==> config.mk <==
export PLATFORM = sky130hd
export DESIGN_NAME = usrx_top
export DESIGN_NICKNAME = d
export VERILOG_FILES = /design/src/usrx_top.v
export VERILOG_INCLUDE_DIRS = /design/src
export SDC_FILE = /design/constraint.sdc
export NUM_CORES = 1
export LEC_CHECK = 0
export BUFFER_PORTS_ARGS = -buffer_cell sky130_fd_sc_hd__buf_4
export CAP_MARGIN = 10
export CORE_AREA = 8 8 161 103
export CTS_CLUSTER_DIAMETER = 40
export DETAILED_ROUTE_END_ITERATION = 16
export DIE_AREA = 0 0 169 111
export PLACE_DENSITY = 0.8
export SYNTH_ARGS = -nofsm -noshare
export SYNTH_HDL_FRONTEND = slang
export SYNTH_SLANG_ARGS = --single-unit
==> constraint.sdc <==
create_clock -name sys_clk -period 5.25 [get_ports sys_clk]
set_input_delay 0.2625 -clock sys_clk [delete_from_list [all_inputs] [get_ports sys_clk]]
set_output_delay 0.2625 -clock sys_clk [all_outputs]
set_load 0.1 [all_outputs]
==> src/usrx_map.vh <==
// register offsets, field positions and reset values of the serial port character logic
`ifndef USRX_MAP_VH
`define USRX_MAP_VH
`define USRX_CTRL_OFS      4'h0
`define USRX_MODE_OFS      4'h1
`define USRX_STAT_OFS      4'h2
`define USRX_RHR_OFS       4'h3
`define USRX_THR_OFS       4'h4
`define USRX_GUARD_OFS     4'h5
`define USRX_TMO_OFS       4'h6
`define USRX_BAUD_OFS      4'h7
`define USRX_CMD_STAT_CLR  8
`define USRX_CMD_IDLE_WAIT 11
`define USRX_CMD_ADDR_MARK 12
`define USRX_CMD_IDLE_RELOAD 15
`define USRX_PAR_LSB       9
`define USRX_PAR_EVEN      3'h0
`define USRX_PAR_ODD       3'h1
`define USRX_PAR_SPACE     3'h2
`define USRX_PAR_MARK      3'h3
`define USRX_PAR_NONE      3'h4
`define USRX_ST_RX_READY   0
`define USRX_ST_TX_READY   1
`define USRX_ST_OVERRUN    5
`define USRX_ST_PAR_ERR    7
`define USRX_ST_TMO        8
`define USRX_ST_TX_EMPTY   9
`define USRX_MODE_RESET    32'h0000_0800
`define USRX_PAR_RESET     3'h4
`define USRX_BAUD_RESET    16'h0019
`endif

==> src/usrx_top.v <==
// serial port receiver, parity, multidrop, timeguard and idle time-out with wishbone slave
// Behaviour
// - in synchronous mode, sample receive line each bit tick; low starts a character.
// - after start, sample data and parity bits, let the stop bit pass, then hunt for next start; the stop bit is not sampled, RX_STOP ignores rxd.
// - completed character goes to holding register and raises receive ready.
// - character completing while ready set sets overrun and overwrites holding register.
// - overrun clears only by control write with status reset bit one.
// - parity type field selects six parity behaviours, one of them multidrop.
// - even parity: bit is xor of data; receiver flags mismatch.
// - odd parity: bit is inverted xor of data; receiver flags mismatch.
// - mark parity sends one; receiver errors on sampled zero.
// - space parity sends zero; receiver errors on sampled one.
// - no parity: no parity bit sent, no parity error reported.
// - parity error sets flag; cleared by control write with status reset one.
// - types six or seven select multidrop; data parity zero, address parity one.
// - in multidrop, receiver sets parity error when received parity is high.
// - after send address command, next written byte goes with parity one.
// - nonzero guard field holds line high that many bit periods after stop.
// - with guard, transmit ready rises only when next start bit is sent.
// - transmitter empty stays low until guard period has elapsed.
// - zero time-out value disables detection; time-out flag stays zero.
// - nonzero value loads 16-bit counter, decrements per bit, reloads per character.
// - start time-out command halts counter until first character arrives.
// - reload command restarts count at once from programmed value.
//
// The Wishbone register port and the placing of the registers were left to the implementer.
`timescale 1ns/10ps
`include "usrx_map.vh"
module usrx_top #(
	parameter DW = 8
) (
	input  wire        sys_clk,
	input  wire        rst,
	input  wire        wb_cyc_i,
	input  wire        wb_stb_i,
	input  wire        wb_we_i,
	input  wire [5:0]  wb_adr_i,
	input  wire [3:0]  wb_sel_i,
	input  wire [31:0] wb_dat_i,
	output reg  [31:0] wb_dat_o,
	output reg         wb_ack_o,
	input  wire        rxd,
	output reg         txd
);
	localparam RX_IDLE = 2'd0, RX_DATA = 2'd1, RX_PAR = 2'd2, RX_STOP = 2'd3;
	localparam TX_IDLE = 3'd0, TX_START = 3'd1, TX_DATA = 3'd2, TX_PAR = 3'd3, TX_STOP = 3'd4, TX_GUARD = 3'd5;

	reg  [15:0]   baud_div;
	reg  [15:0]   baud_cnt;
	reg  [2:0]    parity_type_field;
	reg  [7:0]    guard_length_field;
	reg  [15:0]   idle_timeout_value;
	reg  [DW-1:0] receive_holding_reg;
	reg           receive_ready_flag;
	reg           overrun_error_flag;
	reg           parity_error_flag;
	reg           timeout_flag;
	reg  [1:0]    rx_state;
	reg  [3:0]    rx_bit;
	reg  [DW-1:0] rx_shift;
	reg  [15:0]   tmo_cnt;
	reg           tmo_run;
	reg  [DW-1:0] transmit_holding_reg;
	reg           thr_full;
	reg           thr_addr;
	reg           addr_pending;
	reg  [2:0]    tx_state;
	reg  [3:0]    tx_bit;
	reg  [DW-1:0] tx_shift;
	reg           tx_par;
	reg  [7:0]    guard_cnt;
	wire          bit_tick;
	wire          acc;
	wire [3:0]    reg_idx;
	wire          wr;
	wire          rd;
	wire          multidrop;
	wire          par_none;
	wire          rx_done;
	wire          rx_perr;
	wire          sta_clr;
	wire          start_idle_wait_cmd;
	wire          reload_idle_count_cmd;
	wire          tx_load;
	wire          transmit_ready_flag;
	wire          transmitter_empty_flag;
	wire [31:0]   channel_status_reg;
	wire          wr_thr;
	reg           rx_par_bit;

	// bus access; every register is one aligned word, answered one cycle after strobe
	assign acc     = wb_cyc_i & wb_stb_i & ~wb_ack_o;
	assign reg_idx = wb_adr_i[5:2];
	assign wr      = acc & wb_we_i & wb_sel_i[0];
	assign rd      = acc & ~wb_we_i;
	assign sta_clr = wr & (reg_idx == `USRX_CTRL_OFS) & wb_dat_i[`USRX_CMD_STAT_CLR];
	assign start_idle_wait_cmd   = wr & (reg_idx == `USRX_CTRL_OFS) & wb_dat_i[`USRX_CMD_IDLE_WAIT];
	assign reload_idle_count_cmd = wr & (reg_idx == `USRX_CTRL_OFS) & wb_dat_i[`USRX_CMD_IDLE_RELOAD];
	assign wr_thr  = wr & (reg_idx == `USRX_THR_OFS);
	assign multidrop = parity_type_field[2] & parity_type_field[1];
	assign par_none  = (parity_type_field == `USRX_PAR_NONE) | (parity_type_field == 3'h5);

	// bit-rate enable from the system clock; synchronous serial clock is this tick
	always @(posedge sys_clk or posedge rst) begin
		if (rst) begin
			baud_cnt <= 16'h0000;
		end else if (baud_cnt >= baud_div) begin
			baud_cnt <= 16'h0000;
		end else begin
			baud_cnt <= baud_cnt + 16'h0001;
		end
	end
	assign bit_tick = (baud_cnt >= baud_div);

	// configuration registers and ack
	always @(posedge sys_clk or posedge rst) begin
		if (rst) begin
			wb_ack_o           <= 1'b0;
			parity_type_field  <= `USRX_PAR_RESET;
			guard_length_field <= 8'h00;
			idle_timeout_value <= 16'h0000;
			baud_div           <= `USRX_BAUD_RESET;
			addr_pending       <= 1'b0;
		end else begin
			wb_ack_o <= acc;
			if (wr && reg_idx == `USRX_MODE_OFS) begin
				parity_type_field <= wb_dat_i[`USRX_PAR_LSB+2:`USRX_PAR_LSB];
			end else if (wr && reg_idx == `USRX_GUARD_OFS) begin
				guard_length_field <= wb_dat_i[7:0];
			end else if (wr && reg_idx == `USRX_TMO_OFS && wb_sel_i[1]) begin
				idle_timeout_value <= wb_dat_i[15:0];
			end else if (wr && reg_idx == `USRX_BAUD_OFS && wb_sel_i[1]) begin
				baud_div <= wb_dat_i[15:0];
			end
			// address mark is armed by command and consumed by the next accepted byte
			if (wr && reg_idx == `USRX_CTRL_OFS && wb_dat_i[`USRX_CMD_ADDR_MARK]) begin
				addr_pending <= 1'b1;
			end else if (wr_thr && !thr_full) begin
				addr_pending <= 1'b0;
			end
		end
	end

	assign channel_status_reg = {22'h0, transmitter_empty_flag, timeout_flag, parity_error_flag, 1'b0,
		overrun_error_flag, 3'b000, transmit_ready_flag, receive_ready_flag};

	// read mux; unmapped indices read zero; reading the holding register clears ready
	always @(posedge sys_clk or posedge rst) begin
		if (rst) begin
			wb_dat_o <= 32'h0000_0000;
		end else if (rd) begin
			if (reg_idx == `USRX_MODE_OFS) begin
				wb_dat_o <= {20'h0, parity_type_field, 9'h0};
			end else if (reg_idx == `USRX_STAT_OFS) begin
				wb_dat_o <= channel_status_reg;
			end else if (reg_idx == `USRX_RHR_OFS) begin
				wb_dat_o <= {{(32-DW){1'b0}}, receive_holding_reg};
			end else if (reg_idx == `USRX_GUARD_OFS) begin
				wb_dat_o <= {24'h0, guard_length_field};
			end else if (reg_idx == `USRX_TMO_OFS) begin
				wb_dat_o <= {16'h0, idle_timeout_value};
			end else if (reg_idx == `USRX_BAUD_OFS) begin
				wb_dat_o <= {16'h0, baud_div};
			end else begin
				wb_dat_o <= 32'h0000_0000;
			end
		end
	end

	// receiver: synchronous sampling on every bit tick
	always @(posedge sys_clk or posedge rst) begin
		if (rst) begin
			rx_state   <= RX_IDLE;
			rx_bit     <= 4'h0;
			rx_shift   <= {DW{1'b0}};
			rx_par_bit <= 1'b0;
		end else if (bit_tick) begin
			case (rx_state)
			RX_IDLE: begin
				rx_bit <= 4'h0;
				if (!rxd) begin
					rx_state <= RX_DATA;
				end
			end
			RX_DATA: begin
				rx_shift <= {rxd, rx_shift[DW-1:1]}; // lsb first
				rx_bit   <= rx_bit + 4'h1;
				if (rx_bit == DW - 1) begin
					rx_state <= par_none ? RX_STOP : RX_PAR;
				end
			end
			RX_PAR: begin
				rx_par_bit <= rxd;
				rx_state   <= RX_STOP;
			end
			default: begin
				rx_state <= RX_IDLE; // one stop bit considered, then hunt again
			end
			endcase
		end
	end
	assign rx_done = bit_tick & (rx_state == RX_STOP);

	// parity check per mode
	assign rx_perr = multidrop ? rx_par_bit :
		(parity_type_field == `USRX_PAR_EVEN)  ? (rx_par_bit != ^rx_shift) :
		(parity_type_field == `USRX_PAR_ODD)   ? (rx_par_bit == ^rx_shift) :
		(parity_type_field == `USRX_PAR_SPACE) ? rx_par_bit :
		(parity_type_field == `USRX_PAR_MARK)  ? ~rx_par_bit : 1'b0;

	// holding register and status flags; set wins over clear
	always @(posedge sys_clk or posedge rst) begin
		if (rst) begin
			receive_holding_reg <= {DW{1'b0}};
			receive_ready_flag  <= 1'b0;
			overrun_error_flag  <= 1'b0;
			parity_error_flag   <= 1'b0;
		end else begin
			if (rx_done) begin
				receive_holding_reg <= rx_shift;
				receive_ready_flag  <= 1'b1;
			end else if (rd && reg_idx == `USRX_RHR_OFS) begin
				receive_ready_flag <= 1'b0;
			end
			if (rx_done && receive_ready_flag) begin
				overrun_error_flag <= 1'b1;
			end else if (sta_clr) begin
				overrun_error_flag <= 1'b0;
			end
			if (rx_done && rx_perr) begin
				parity_error_flag <= 1'b1;
			end else if (sta_clr) begin
				parity_error_flag <= 1'b0;
			end
		end
	end

	// idle time-out counter; runs only after a character or a reload command
	always @(posedge sys_clk or posedge rst) begin
		if (rst) begin
			tmo_cnt      <= 16'h0000;
			tmo_run      <= 1'b0;
			timeout_flag <= 1'b0;
		end else begin
			if (rx_done || reload_idle_count_cmd) begin
				tmo_cnt <= idle_timeout_value;
				tmo_run <= 1'b1;
			end else if (start_idle_wait_cmd) begin
				tmo_run <= 1'b0;
			end else if (tmo_run && bit_tick && tmo_cnt != 16'h0000) begin
				tmo_cnt <= tmo_cnt - 16'h0001;
			end else if (tmo_run && tmo_cnt == 16'h0000) begin
				tmo_run <= 1'b0; // stop so one expiry gives one flag
			end
			if (idle_timeout_value == 16'h0000) begin
				timeout_flag <= 1'b0;
			end else if (tmo_run && tmo_cnt == 16'h0000 && !rx_done && !reload_idle_count_cmd) begin
				timeout_flag <= 1'b1;
			end else if (start_idle_wait_cmd || reload_idle_count_cmd) begin
				timeout_flag <= 1'b0;
			end
		end
	end

	// transmit holding register; a write while not ready is lost
	// load only once the stop bit and every guard bit have had their full period
	assign tx_load = bit_tick & thr_full & ((tx_state == TX_IDLE) |
		((tx_state == TX_GUARD) & (guard_cnt == 8'h00)));
	assign transmit_ready_flag    = ~thr_full;
	assign transmitter_empty_flag = ~thr_full & (tx_state == TX_IDLE);

	always @(posedge sys_clk or posedge rst) begin
		if (rst) begin
			transmit_holding_reg <= {DW{1'b0}};
			thr_full             <= 1'b0;
			thr_addr             <= 1'b0;
		end else if (wr_thr && !thr_full) begin
			transmit_holding_reg <= wb_dat_i[DW-1:0];
			thr_full             <= 1'b1;
			thr_addr             <= addr_pending;
		end else if (tx_load) begin
			thr_full <= 1'b0;
		end
	end

	// transmitter shift sequence including guard bits
	always @(posedge sys_clk or posedge rst) begin
		if (rst) begin
			tx_state  <= TX_IDLE;
			tx_bit    <= 4'h0;
			tx_shift  <= {DW{1'b0}};
			tx_par    <= 1'b0;
			guard_cnt <= 8'h00;
			txd       <= 1'b1;
		end else if (bit_tick) begin
			if (tx_load) begin
				tx_state <= TX_DATA;
				tx_shift <= transmit_holding_reg;
				tx_bit   <= 4'h0;
				txd      <= 1'b0; // start bit
				if (multidrop) begin
					tx_par <= thr_addr;
				end else if (parity_type_field == `USRX_PAR_EVEN) begin
					tx_par <= ^transmit_holding_reg;
				end else if (parity_type_field == `USRX_PAR_ODD) begin
					tx_par <= ~^transmit_holding_reg;
				end else begin
					tx_par <= (parity_type_field == `USRX_PAR_MARK);
				end
			end else begin
				case (tx_state)
				TX_DATA: begin
					txd      <= tx_shift[0];
					tx_shift <= {1'b0, tx_shift[DW-1:1]};
					tx_bit   <= tx_bit + 4'h1;
					if (tx_bit == DW - 1) begin
						tx_state <= par_none ? TX_STOP : TX_PAR;
					end
				end
				TX_PAR: begin
					txd      <= tx_par;
					tx_state <= TX_STOP;
				end
				TX_STOP: begin
					// the stop bit always passes through guard, so empty stays low until it ends
					txd       <= 1'b1;
					tx_state  <= TX_GUARD;
					guard_cnt <= guard_length_field;
				end
				TX_GUARD: begin
					txd <= 1'b1;
					if (guard_cnt == 8'h00) begin
						tx_state <= TX_IDLE;
					end else begin
						guard_cnt <= guard_cnt - 8'h01;
					end
				end
				default: begin
					txd      <= 1'b1;
					tx_state <= TX_IDLE;
				end
				endcase
			end
		end
	end
endmodule // usrx_top

==> run summary <==
Mapped cell area = 8320 sq um
Slowest-stage cell, CP = nor2_1
# diodes = 0
Slew Limit Fails = 0
Fin. Hold Viols = 0
Nets@finish = 917
Final setup fails = 0
Post-synth EDFFs = 0
# placed instances = 1022
Drt total wl = 22200 um
Multi-input logic area = 4050 sq um
Post-synthesis cell count = 812
PD cells = 497 nW/um^2
Clock-pin slew on the worst setup and hold paths = 70 ps
DRT Pass-1 Iters = 5
Peak supply drop = 0.000311 V
FMAX = 295 MHz
# hold bufs at CTS = 0
Max-cap violations = 0
Rel. slew slack = 0.212
Die ar. = 18800 sq um
Reg area = 3910 sq um
Global-route wire length before repair = 35600 um
Post-CTS Setup Inserts = 0
Worst-skew pair later-pin latency = 430 ps
Worst-margin pin slew = 1170 ps
Cell Chain, Critical Path = ha_1, nand2b_1, a2111oi_0, o21ai_1, a2111o_1, nor2_1, o21ai_0
Antenna violations before repair = 0
YS warnings = 0
Most frequent cells in the layout = dfrtp_1 (151), mux2_2 (73), nand2_1 (55)
Startpoint Class = register
Arrival @ worst endpoint = 3660 ps
Die X = 169 um
Post_cts resized = 0
Root buffer cell = clkbuf_16
Total grt overflow = 0
P_leak = 4.09 nW
Register area share after synthesis = 0.470
Bufs on Longest Clock Path = 2
CTS tree = built
Htree depth = 4
Total power = 4.63 mW
Clock Skew = 11.6 ps
Crit Path Max Fanout = 14
Critical path capture point type = register
ANT nets after route = 0
Post-synth top flop = dfrtp_1
GPL Wtd Cong = 0.913
Post-DP HPWL = 15600 um
Mean routed wirelength per cell = 21.0 um
Worst path max stage delay = 780 ps
Drt drc = 0
Min cycle time layout = 3390 ps
Starting density of the core = 0.589
Final worst-path cycle share = 0.646
CP required = 5510 ps
Area of the core = 14100 sq um
Vias/cell = 6.32
Largest net degree at the start of global routing = 102
Run status = complete, no violations
Mapped Avg Cell Area = 10.2 sq um
Vias = 6666
Total track usage = 0.240
Area grow syn2layout = 12.1%
IO buf count = 45
CTS buffer count = 17
Share of cells above drive strength 1 = 0.203
Vias in the first global route = 6453
Fillers = 1110
Clock sink count = 156
Seq cells post-synth = 156
Setup Crit Path Kind = reg2reg
Library cells used by synthesis = 69
I/O pin cnt = 82
Setup_tns = 0 ps
Post-synth ARST share = 1.00
Post-layout util = 0.660
Iter 0 DRT Violations = 846
Non-filler cells, final = 1055
Row Count = 34
RSZ-0062 raised after global routing = false
Die Height = 111 um
Min-Delay Path Class = in2async
Most common cell after layout, fill and taps aside = dfrtp_1
layout make-up:
class                           instances  share of cell area
Tap cell                              198              0.0266
Clock buffer                           17              0.0456
Clock inverter                         15              0.0165
Timing Repair Buffer                   53              0.0424
Inverter                               35              0.0146
Sequential cell                       156               0.420
Multi-Input combinational cell        581               0.435
stage by stage:
step | instance area [sq um] | hold WS, ps | setup slack [ps]
after floorplan | 8370 | 379 | 789
after CTS | 9310 | 61.3 | 1850
final | 9320 | 0.809 | 1860
after detailed placement | 8730 | 473 | 1860
after global placement | 8730 | 454 | 1970
after global routing | 9320 | 75.9 | 1620
logic make-up (layout without fill, tap and decap cells):
logic type / after synthesis / count (layout) / share of synthesized area
AOI/OAI and AO/OA: 194 / 194 / 0.161
xor gates and xnor gates: 27 / 27 / 0.0284
adders and majority gates: 25 / 25 / 0.0376
buffers and inverters: 90 / 120 / 0.0495
DFF: 156 / 156 / 0.470
muxes: 84 / 84 / 0.112
other: 1 / 16 / 0.000451
and+or+nand+nor: 235 / 235 / 0.141
worst max-delay path, delay by kind of cell (launching register included):
family / cells / cell delay (ps)
simple gates: 2 / 920
compound gates: 4 / 1510
fa+ha+maj: 1 / 240
flops: 1 / 560
power breakdown:
part | internal [mW] | switching [mW] | total (mW) | leakage [nW]
clock network | 0.671 | 0.548 | 1.22 | 0.281
logic | 0.649 | 0.977 | 1.63 | 1.81
registers | 1.49 | 0.298 | 1.78 | 2.00
layer usage:
layer / wire [um] / global-route usage
met5: 0 / 0
met4: 402 / 0.0752
met3: 2150 / 0.0725
met2: 9760 / 0.347
met1: 9890 / 0.340
Yosys cell counts, types with 18 or more instances:
library cell | n | area (sq um)
a21oi_1 | 30 | 150
nor3_1 | 21 | 105
nand2_1 | 55 | 206
a31oi_1 | 19 | 119
o21ai_0 | 44 | 220
nor2_1 | 50 | 188
nand3_1 | 34 | 170
inv_1 | 35 | 131
mux2_2 | 73 | 822
ha_1 | 25 | 313
dfrtp_1 | 151 | 3780
clkbuf_1 | 29 | 109
a22oi_1 | 18 | 135
path summary, 6_finish.rpt:
| path | end | slack, ps | depth (start not counted) | from |
|---|---|---|---|---|
| worst max-delay path | tmo_cnt[10]$_DFFE_PP0P_ | 1860 | 7 | baud_div[0]$_DFFE_PP1P_ |
| worst min-delay path | tmo_cnt[14]$_DFFE_PP0P_ | 0.8 | 2 | rst |
| worst max register to register | tmo_cnt[10]$_DFFE_PP0P_ | 1860 | 7 | baud_div[0]$_DFFE_PP1P_ |
| worst min register to register | txd$_DFFE_PP1N_ | 480 | 2 | txd$_DFFE_PP1N_ |
| max in group asynchronous | tx_shift[7]$_DFFE_PP0P_ | 3960 | 3 | rst |
| min in group sys_clk | baud_div[14]$_DFFE_PP0P_ | 80 | 2 | wb_dat_i[14] |
Note: power is estimated with default switching activity, not from simulation.
